===== src/pack_monitor_map.svh =====
// register offsets, field positions and bus constants of the pack monitor slave port
`ifndef PACK_MONITOR_MAP_SVH
`define PACK_MONITOR_MAP_SVH
`define REG_FEATURE_SET_CONFIG 4'h7
`define REG_WRITE_ENABLE_CONTROL 4'h8
`define REG_TOP_ADDR 4'ha
`define FSET_WE_BIT 7
`define SLAVE_ADDR_DEFAULT 7'h28
`define REG_RESET_VALUE 8'h00
`endif


===== src/pack_monitor_pkg.sv =====
// types shared by the pack monitor slave port
package pack_monitor_pkg;
    // protocol states, one-hot
    typedef enum logic [5:0] {
        ST_IDLE = 6'b000001,
        ST_SLAVE = 6'b000010,
        ST_ADDR = 6'b000100,
        ST_WDATA = 6'b001000,
        ST_RDATA = 6'b010000,
        ST_ACKCHK = 6'b100000
    } slv_state_t;
    // synchronised bus line samples
    typedef struct packed {
        logic scl;
        logic sda;
    } bus_lines_t;
    // data line drive: output value and enable
    typedef struct packed {
        logic out;
        logic oe;
    } sda_drive_t;
endpackage


===== src/pack_monitor_i2c_slave_regs.sv =====
// two-wire slave port with register file and feature-set write protection
// Function
// - data changes only while clock low
// - falling data with clock high is start
// - rising data with clock high is stop
// - receiver pulls data low on ninth clock
// - acknowledge only matching slave byte, all others
// - read: send byte, sample ack, continue/stop
// - load data at falling clock after bit eight
// - pointer increments after write, wraps past top
// - read data shifted out msb first
// - pointer increments after each read byte
// - current-address read uses retained pointer
// - feature-set register locked until enable bit set
// - device is always slave, master clocks
// - all bytes travel msb first
`timescale 1ns/10ps
`include "pack_monitor_map.svh"
module pack_monitor_i2c_slave_regs
    import pack_monitor_pkg::*;
#(
    parameter int NUM_REGS = 11
) (
    input wire logic clk_sys_i,
    input wire logic sys_rst_i,
    input wire logic scl_i,
    input wire logic sda_i,
    input wire logic [6:0] slave_addr_i,
    output logic sda_o,
    output logic sda_oe_o,
    output logic feature_set_write_enable_o,
    output logic [7:0] feature_set_config_o,
    output logic busy_o
);
    // ****************************************
    // line synchronisers and edge detection
    // ****************************************
    bus_lines_t sync1; // first stage, read only by second
    bus_lines_t sync2; // second stage
    bus_lines_t prev; // last settled sample
    bus_lines_t next_sync1, next_sync2, next_prev; // next values of the chain
    logic scl_rise, scl_fall, start_det, stop_det;

    // next values of the sampling chain; only the second stage reads the first
    always_comb begin
        next_sync1 = '{scl: scl_i, sda: sda_i};
        next_sync2 = sync1;
        next_prev = sync2;
    end

    // two flops per line; the third stage gives edges without touching sync1
    // reset to high so idle lines show no false edge after release
    always_ff @(posedge clk_sys_i or posedge sys_rst_i) begin
        if (sys_rst_i) begin
            sync1 <= '1;
            sync2 <= '1;
            prev <= '1;
        end else begin
            sync1 <= next_sync1;
            sync2 <= next_sync2;
            prev <= next_prev;
        end
    end

    // edges of the master's clock; master always owns it
    assign scl_rise = sync2.scl & ~prev.scl;
    assign scl_fall = ~sync2.scl & prev.scl;
    // data moving while clock is high marks start or stop
    assign start_det = prev.scl & sync2.scl & prev.sda & ~sync2.sda;
    assign stop_det = prev.scl & sync2.scl & ~prev.sda & sync2.sda;

    // pointer step with wrap after the top register
    function automatic logic [3:0] ptr_step(input logic [3:0] p);
        ptr_step = (p >= `REG_TOP_ADDR) ? 4'h0 : p + 4'h1;
    endfunction

    // ****************************************
    // protocol state machine
    // ****************************************
    slv_state_t state, next_state;
    logic [3:0] bitcnt, next_bitcnt; // 0..7 data bits, 8 = ack slot
    logic [7:0] shreg, next_shreg; // shift register, msb first
    logic [3:0] ptr, next_ptr; // register pointer
    logic rd_mode, next_rd_mode; // slave byte asked for a read
    logic acking, next_acking; // we hold data low in the ack slot
    logic matched, next_matched; // slave byte matched this frame
    sda_drive_t drv, next_drv;
    logic [7:0] regs [NUM_REGS]; // register storage
    logic [7:0] next_regs [NUM_REGS];
    logic [7:0] rd_byte;

    // readback of the addressed register; unmapped reads as zero
    assign rd_byte = (ptr < 4'(NUM_REGS)) ? regs[ptr] : 8'h00;

    // next-state logic: received bits shift on rising clock, drive changes on falling
    always_comb begin
        next_state = state;
        next_bitcnt = bitcnt;
        next_shreg = shreg;
        next_ptr = ptr;
        next_rd_mode = rd_mode;
        next_acking = acking;
        next_matched = matched;
        next_drv = drv;
        for (int i = 0; i < NUM_REGS; i++) begin
            next_regs[i] = regs[i];
        end
        if (start_det) begin
            // start or repeated start restarts the byte machine
            next_state = ST_SLAVE;
            next_bitcnt = 4'h0;
            next_acking = 1'b0;
            next_matched = 1'b0;
            next_drv = '{out: 1'b1, oe: 1'b0};
        end else if (stop_det) begin
            // stop returns to standby and releases the line
            next_state = ST_IDLE;
            next_acking = 1'b0;
            next_drv = '{out: 1'b1, oe: 1'b0};
        end else if (state != ST_IDLE) begin
            if (scl_rise) begin
                if (bitcnt < 4'h8) begin
                    // receive msb first; while reading the shifter belongs to the
                    // falling edge, shifting here too would skip every other bit
                    if (state != ST_RDATA) begin
                        next_shreg = {shreg[6:0], sync2.sda};
                    end
                    next_bitcnt = bitcnt + 4'h1;
                end else if (state == ST_ACKCHK) begin
                    // master's acknowledge decides whether to continue
                    if (sync2.sda) begin
                        next_state = ST_IDLE;
                    end else begin
                        next_state = ST_RDATA;
                    end
                    next_bitcnt = 4'h0;
                end else begin
                    next_bitcnt = 4'h0;
                end
            end else if (scl_fall) begin
                if (bitcnt == 4'h8 && state != ST_ACKCHK && !acking) begin
                    // falling edge after eighth bit: act on the byte
                    unique case (state)
                        ST_SLAVE: begin
                            if (shreg[7:1] == slave_addr_i) begin
                                next_acking = 1'b1;
                                next_matched = 1'b1;
                                next_rd_mode = shreg[0];
                                next_drv = '{out: 1'b0, oe: 1'b1};
                            end else begin
                                next_state = ST_IDLE;
                            end
                        end
                        ST_ADDR: begin
                            next_ptr = shreg[3:0];
                            next_acking = 1'b1;
                            next_drv = '{out: 1'b0, oe: 1'b1};
                        end
                        ST_WDATA: begin
                            // feature-set register only moves while unlocked
                            if (ptr < 4'(NUM_REGS)) begin
                                if (ptr != `REG_FEATURE_SET_CONFIG ||
                                    regs[`REG_WRITE_ENABLE_CONTROL][`FSET_WE_BIT]) begin
                                    next_regs[ptr] = shreg;
                                end
                            end
                            next_acking = 1'b1;
                            next_drv = '{out: 1'b0, oe: 1'b1};
                        end
                        ST_RDATA: begin
                            // byte sent: release line, step pointer
                            next_drv = '{out: 1'b1, oe: 1'b0};
                            next_ptr = ptr_step(ptr);
                            next_state = ST_ACKCHK;
                        end
                        default: begin
                            next_state = ST_IDLE;
                        end
                    endcase
                end else if (acking) begin
                    // end of our ack slot: choose what follows
                    next_acking = 1'b0;
                    next_drv = '{out: 1'b1, oe: 1'b0};
                    unique case (state)
                        ST_SLAVE: begin
                            // read starts from the retained pointer
                            next_state = rd_mode ? ST_RDATA : ST_ADDR;
                        end
                        ST_ADDR: begin
                            next_state = ST_WDATA;
                        end
                        ST_WDATA: begin
                            next_ptr = ptr_step(ptr);
                        end
                        default: begin
                            next_state = state;
                        end
                    endcase
                    if (state == ST_SLAVE && rd_mode) begin
                        // first read bit goes out right at this low phase
                        next_drv = '{out: rd_byte[7], oe: ~rd_byte[7]};
                        next_shreg = {rd_byte[6:0], 1'b0};
                    end
                end else if (state == ST_RDATA && bitcnt < 4'h8) begin
                    // drive next bit while clock is low; open drain, so high releases
                    if (bitcnt == 4'h0) begin
                        next_drv = '{out: rd_byte[7], oe: ~rd_byte[7]};
                        next_shreg = {rd_byte[6:0], 1'b0};
                    end else begin
                        next_drv = '{out: shreg[7], oe: ~shreg[7]};
                        next_shreg = {shreg[6:0], 1'b0};
                    end
                end
            end
        end
    end

    // state and datapath registers; reset clears protection and pointer
    always_ff @(posedge clk_sys_i or posedge sys_rst_i) begin
        if (sys_rst_i) begin
            state <= ST_IDLE;
            bitcnt <= 4'h0;
            shreg <= 8'h00;
            ptr <= 4'h0;
            rd_mode <= 1'b0;
            acking <= 1'b0;
            matched <= 1'b0;
            drv <= '{out: 1'b1, oe: 1'b0};
            for (int i = 0; i < NUM_REGS; i++) begin
                regs[i] <= `REG_RESET_VALUE;
            end
        end else begin
            state <= next_state;
            bitcnt <= next_bitcnt;
            shreg <= next_shreg;
            ptr <= next_ptr;
            rd_mode <= next_rd_mode;
            acking <= next_acking;
            matched <= next_matched;
            drv <= next_drv;
            for (int i = 0; i < NUM_REGS; i++) begin
                regs[i] <= next_regs[i];
            end
        end
    end

    // outputs: open-drain style, only low is ever driven
    assign sda_o = 1'b0;
    assign sda_oe_o = drv.oe;
    assign feature_set_write_enable_o = regs[`REG_WRITE_ENABLE_CONTROL][`FSET_WE_BIT];
    assign feature_set_config_o = regs[`REG_FEATURE_SET_CONFIG];
    assign busy_o = (state != ST_IDLE);

    // ****************************************
    // assertions
    // ****************************************
    a_idle_no_drive: assert property (@(posedge clk_sys_i) disable iff (sys_rst_i)
        (state == ST_IDLE) |-> !drv.oe)
        else $error("data line driven while idle");
    a_stop_to_idle: assert property (@(posedge clk_sys_i) disable iff (sys_rst_i)
        stop_det |=> (state == ST_IDLE) && !sda_oe_o)
        else $error("stop did not return to idle");
    a_drive_on_low: assert property (@(posedge clk_sys_i) disable iff (sys_rst_i)
        $changed(drv.oe) |-> !sync2.scl)
        else $error("data drive changed while clock high");
    a_mismatch_nack: assert property (@(posedge clk_sys_i) disable iff (sys_rst_i)
        (state == ST_SLAVE && scl_fall && bitcnt == 4'h8 && !acking && !start_det
         && !stop_det && shreg[7:1] != slave_addr_i) |=> !sda_oe_o && state == ST_IDLE)
        else $error("mismatched slave byte acknowledged");
    a_lock_holds: assert property (@(posedge clk_sys_i) disable iff (sys_rst_i)
        !feature_set_write_enable_o |=> $stable(feature_set_config_o))
        else $error("locked feature-set register changed");
    a_read_step: assert property (@(posedge clk_sys_i) disable iff (sys_rst_i)
        (state == ST_RDATA && next_state == ST_ACKCHK) |=> ptr == ptr_step($past(ptr)))
        else $error("pointer did not step after read byte");
    a_nack_ends: assert property (@(posedge clk_sys_i) disable iff (sys_rst_i)
        (state == ST_ACKCHK && scl_rise && sync2.sda && !start_det && !stop_det)
        |=> state == ST_IDLE ##1 !sda_oe_o)
        else $error("read continued after nack");
    a_ack_release: assert property (@(posedge clk_sys_i) disable iff (sys_rst_i)
        $rose(acking) |-> ##[1:1000] !acking)
        else $error("acknowledge held too long");
    a_wait_start: assert property (@(posedge clk_sys_i) disable iff (sys_rst_i)
        (state == ST_IDLE && !start_det) |=> state == ST_IDLE)
        else $error("left idle without a start");
    a_od_low_only: assert property (@(posedge clk_sys_i) disable iff (sys_rst_i)
        drv.oe |-> !drv.out)
        else $error("data line drive enabled with a high level");
    a_ack_matched: assert property (@(posedge clk_sys_i) disable iff (sys_rst_i)
        acking |-> matched)
        else $error("acknowledge given without a matching slave byte");
    c_write: cover property (@(posedge clk_sys_i) state == ST_WDATA && acking);
    c_read: cover property (@(posedge clk_sys_i) state == ST_ACKCHK);
    c_unlock: cover property (@(posedge clk_sys_i) $rose(feature_set_write_enable_o));
    // master acknowledged a read byte and asked for the next register
    c_read_more: cover property (@(posedge clk_sys_i)
        state == ST_ACKCHK && next_state == ST_RDATA);
    // a slave byte for some other device
    c_foreign: cover property (@(posedge clk_sys_i)
        state == ST_SLAVE && next_state == ST_IDLE && !stop_det);
endmodule


===== config.mk =====
export PLATFORM = sky130hd
export DESIGN_NAME = pack_monitor_i2c_slave_regs
export DESIGN_NICKNAME = d
export VERILOG_FILES = /design/src/pack_monitor_pkg.sv /design/src/pack_monitor_i2c_slave_regs.sv
export VERILOG_INCLUDE_DIRS = /design/src /design/src/src
export SDC_FILE = /design/constraint.sdc
export NUM_CORES = 1
export LEC_CHECK = 0
export ABC_AREA = 1
export BUFFER_PORTS_ARGS = -buffer_cell sky130_fd_sc_hd__buf_2
export CORE_MARGIN = 5
export CORE_UTILIZATION = 36
export DETAILED_ROUTE_END_ITERATION = 8
export GPL_TIMING_DRIVEN = 0
export HOLD_SLACK_MARGIN = 0.02
export SLEW_MARGIN = 20
export SYNTH_ARGS = -nofsm -noshare
export SYNTH_HDL_FRONTEND = slang
export SYNTH_SLANG_ARGS = --single-unit

===== constraint.sdc =====
create_clock -name clk_sys_i -period 10.07 [get_ports clk_sys_i]
set_clock_uncertainty 0.2 [all_clocks]
set_input_delay 0.5035 -clock clk_sys_i [delete_from_list [all_inputs] [get_ports clk_sys_i]]
set_output_delay 0.5035 -clock clk_sys_i [all_outputs]
set_load 0.05 [all_outputs]

==> flow_metrics.tcl <==
set metrics [dict create \
    run_status "finished clean" \
    worst_pin_slew_ns 0.642 \
    initial_core_util_pct 36.4 \
    path_cells "clkbuf_1, inv_1, buf_2, clkbuf_1, ha_1, nand4_2, buf_2, o21ai_1, inv_1" \
    timing.final.crit_share_pct 30.9 \
    gr-usage-all-layers_pct 18.3 \
    internal_power_mw 1.05 \
    synth_edf_count 0 \
    async_flop_share_pct 100 \
    globalplace.congestion 0.865 \
    io_buffers 21 \
    setup_viol 0 \
    netlist_area_mm2 0.00624 \
    via_per_inst 5.02 \
    synth_mux_area_share_pct 0 \
    pwr-share-comb_pct 30.9 \
    dp_cells 1032 \
    max_slew_margin_pct 57.2 \
    firstDrtPassIters 6 \
    grt_pass1_vias 5284 \
    utilization_pct 42.6 \
    cts_tree "yes" \
    whs_ns 0.160 \
    reg2reg_from "ptr[0]$_DFFE_PP0P_" \
    root_buffer "clkbuf_16" \
    drt_iter0_markers 442 \
    antenna_found_initial 0 \
    p_per_area_mw_per_mm2 235 \
    coreArea_mm2 0.0171 \
    critPathRequiredTime_ns 10.18 \
    yosys.area.top_type "dfrtp_1" \
    drc 0 \
    mostFrequentLayoutCells "nand2_1, dfrtp_1, inv_1" \
    numCtsBuffers 17 \
    stdcell_area_mm2 0.00728 \
    placed_area_mm2 0.00666 \
    synth_top_family_by_area "simple AND/OR/NAND/NOR gates" \
    p_sw_mw 0.659 \
    ios 23 \
    slew_violations 0 \
    ys_ff_latch 119 \
    fp-row-count 48 \
    synth-simple-area-share_pct 25.1 \
    critPathBufInv 6 \
    tns_ns 0 \
    cp_slowest_stage_delay_ns 0.48 \
    syn_inst 785 \
    power.share.clock_pct 36.2 \
    diodes 0 \
    hold_viol_final 0 \
    cts_resized 0 \
    dieWidth_um 142 \
    post-dp-hpwl_um 12200 \
    rsz0062_at_grt "no" \
    hold_class "flip-flop to flip-flop" \
    drt_wl_total_um 17200 \
    die_y_um 142 \
    cp-endpoint "regs[1]$_DFFE_PP0P_" \
    yosysWarnings 0 \
    clock.fmax_ghz 0.321 \
    reg2reg_depth 9 \
    period_minus_slack_ns 3.11 \
    critPathSlowestCell "ha_1" \
    wire_per_inst_um 16.1 \
    clock_path_buffers 2 \
    syn_area_per_cell_um2 7.94 \
    clock_latency_ns 0.43 \
    p_leak_nw 3.63 \
    critical_path_depth 9 \
    rrSetupSlack_ns 6.96 \
    cp_max_fo 11 \
    dieArea_mm2 0.0201 \
    num_vias 5355 \
    drv_cap 0 \
    swShare_pct 38.5 \
    power_frac_seq_pct 32.9 \
    grt_pass1_wl_um 28600 \
    drive_gt1_share_pct 12.2 \
    peakVddDrop_uv 135 \
    finalWorstSetupSlack_ns 6.96 \
    h-tree-depth 4 \
    start_kind "flip-flop" \
    globalRouteOverflowTotal 0 \
    fin_nets 849 \
    worstSetupPathType "flip-flop to flip-flop" \
    clkTransAtPathRegs_ns 0.05 \
    layout.cells.non_filler 1067 \
    yosysSeqAreaShare_pct 47.9 \
    fill_cells 1725 \
    synth-main-ff-cell "dfrtp_1" \
    reg2reg_to "regs[1]$_DFFE_PP0P_" \
    p_total_mw 1.71 \
    yosysUniqueCellTypes 37 \
    syn-num-nets 805 \
    cp_data_arrival_time_ns 3.22 \
    post-place-ws_ns 6.94 \
    crit_family "buffers and inverters" \
    yosys.area_share.adder_pct 1.81 \
    end_kind "flip-flop" \
    synthDominantCellAreaShare_pct 44.9 \
    syn_to_final_growth_pct 16.8 \
    synth_compound_area_share_pct 16.2 \
    grt_max_degree 66 \
    cp-startpoint "ptr[0]$_DFFE_PP0P_" \
    clkSinkCount 119 \
    synthTopCellsByArea "dfrtp_1, nand2_1, o21ai_1" \
    ant_nets 0 \
    layout_commonest_cell "nand2_1" \
    synth-xor-area-share_pct 0.562 \
]
-- worst min-delay path by stage --
| stage | slack [ns] | end | startpoint | cells past startpoint |
|---|---|---|---|---|
| after floorplan | 0.15 | next_prev[0]$_DFF_PP1_ | next_sync2[0]$_DFF_PP1_ | 0 |
| after global placement | 0.15 | next_prev[0]$_DFF_PP1_ | next_sync2[0]$_DFF_PP1_ | 0 |
| after detailed placement | 0.15 | next_prev[1]$_DFF_PP1_ | next_sync2[1]$_DFF_PP1_ | 0 |
| after CTS | 0.16 | next_prev[1]$_DFF_PP1_ | next_sync2[1]$_DFF_PP1_ | 0 |
| after global routing | 0.16 | next_prev[0]$_DFF_PP1_ | next_sync2[0]$_DFF_PP1_ | 0 |
| final | 0.16 | next_prev[1]$_DFF_PP1_ | next_sync2[1]$_DFF_PP1_ | 0 |
-- flip-flops by register name (all words and copies together) (netlist names) --
register / flops
sda_oe_o: 1
ptr: 4
rd_mode: 1
next_prev: 2
state: 6
bitcnt: 4
feature_set_config_o: 8
feature_set_write_enable_o: 1
next_sync2: 2
shreg: 8
prev: 2
acking: 1
regs: 79
-- cell usage after synthesis (all sizes together) (2+ instances only) --
| cell type | number |
|---|---|
| nand4 | 19 |
| o211ai | 11 |
| o31ai | 2 |
| nor2 | 72 |
| a21oi | 16 |
| buf | 26 |
| a21boi | 5 |
| o22ai | 5 |
| inv | 85 |
| nand2 | 206 |
| nor3 | 7 |
| dfstp | 7 |
| nand3 | 33 |
| clkbuf | 12 |
| dfrtp | 112 |
| ha | 9 |
| o21ai | 149 |
| xnor2 | 3 |
-- timing repair --
| item | CTS | global route |
|---|---|---|
| endpoints found under the hold margin | 49 | 0 |
| buffers inserted | 0 | 0 |
| hold buffers | 3 | 0 |
-- per-layer routing --
layer / global-route usage (%) / up-vias / share of wire (%) / wire [um]
met1: 25.3 / 2540 / 48 / 8200
met4: 6.06 / 0 / 1.6 / 284
met2: 28.0 / 141 / 45 / 7710
met3: 4.92 / 21 / 6.0 / 1030
met5: 0 / - / 0 / 0
li1: - / 2653 / - / -
-- cells by family after synthesis --
logic type               after synthesis
AO/OA/AOI/OAI                        190
XOR/XNOR                               4
adder cells (fa/ha/maj)                9
buffers and inverters                123
flip-flops                           119
other                                  1
AND/OR/NAND/NOR                      339
-- power by group through the flow --
stage	clock network (mW)	logic (mW)	registers (mW)
finish	0.620	0.528	0.563
global route	0.650	0.598	0.568
CTS	0.630	0.524	0.562
detailed placement	0	0.519	0.570
global placement	0	0.515	0.569
floorplan	0	0.358	0.556
-- cell type report --
cell class / count / area (um2) / area share, %
clock inverter: 11 / 149 / 2.04
sequential: 119 / 2990 / 41.0
buffer: 38 / 208 / 2.85
multi-input combinational: 543 / 2720 / 37.4
clock buffer: 21 / 450 / 6.18
timing repair buffer: 25 / 163 / 2.23
tap: 225 / 282 / 3.86
inverter: 85 / 324 / 4.45
No activity file was read; power rests on OpenSTA's default activity.
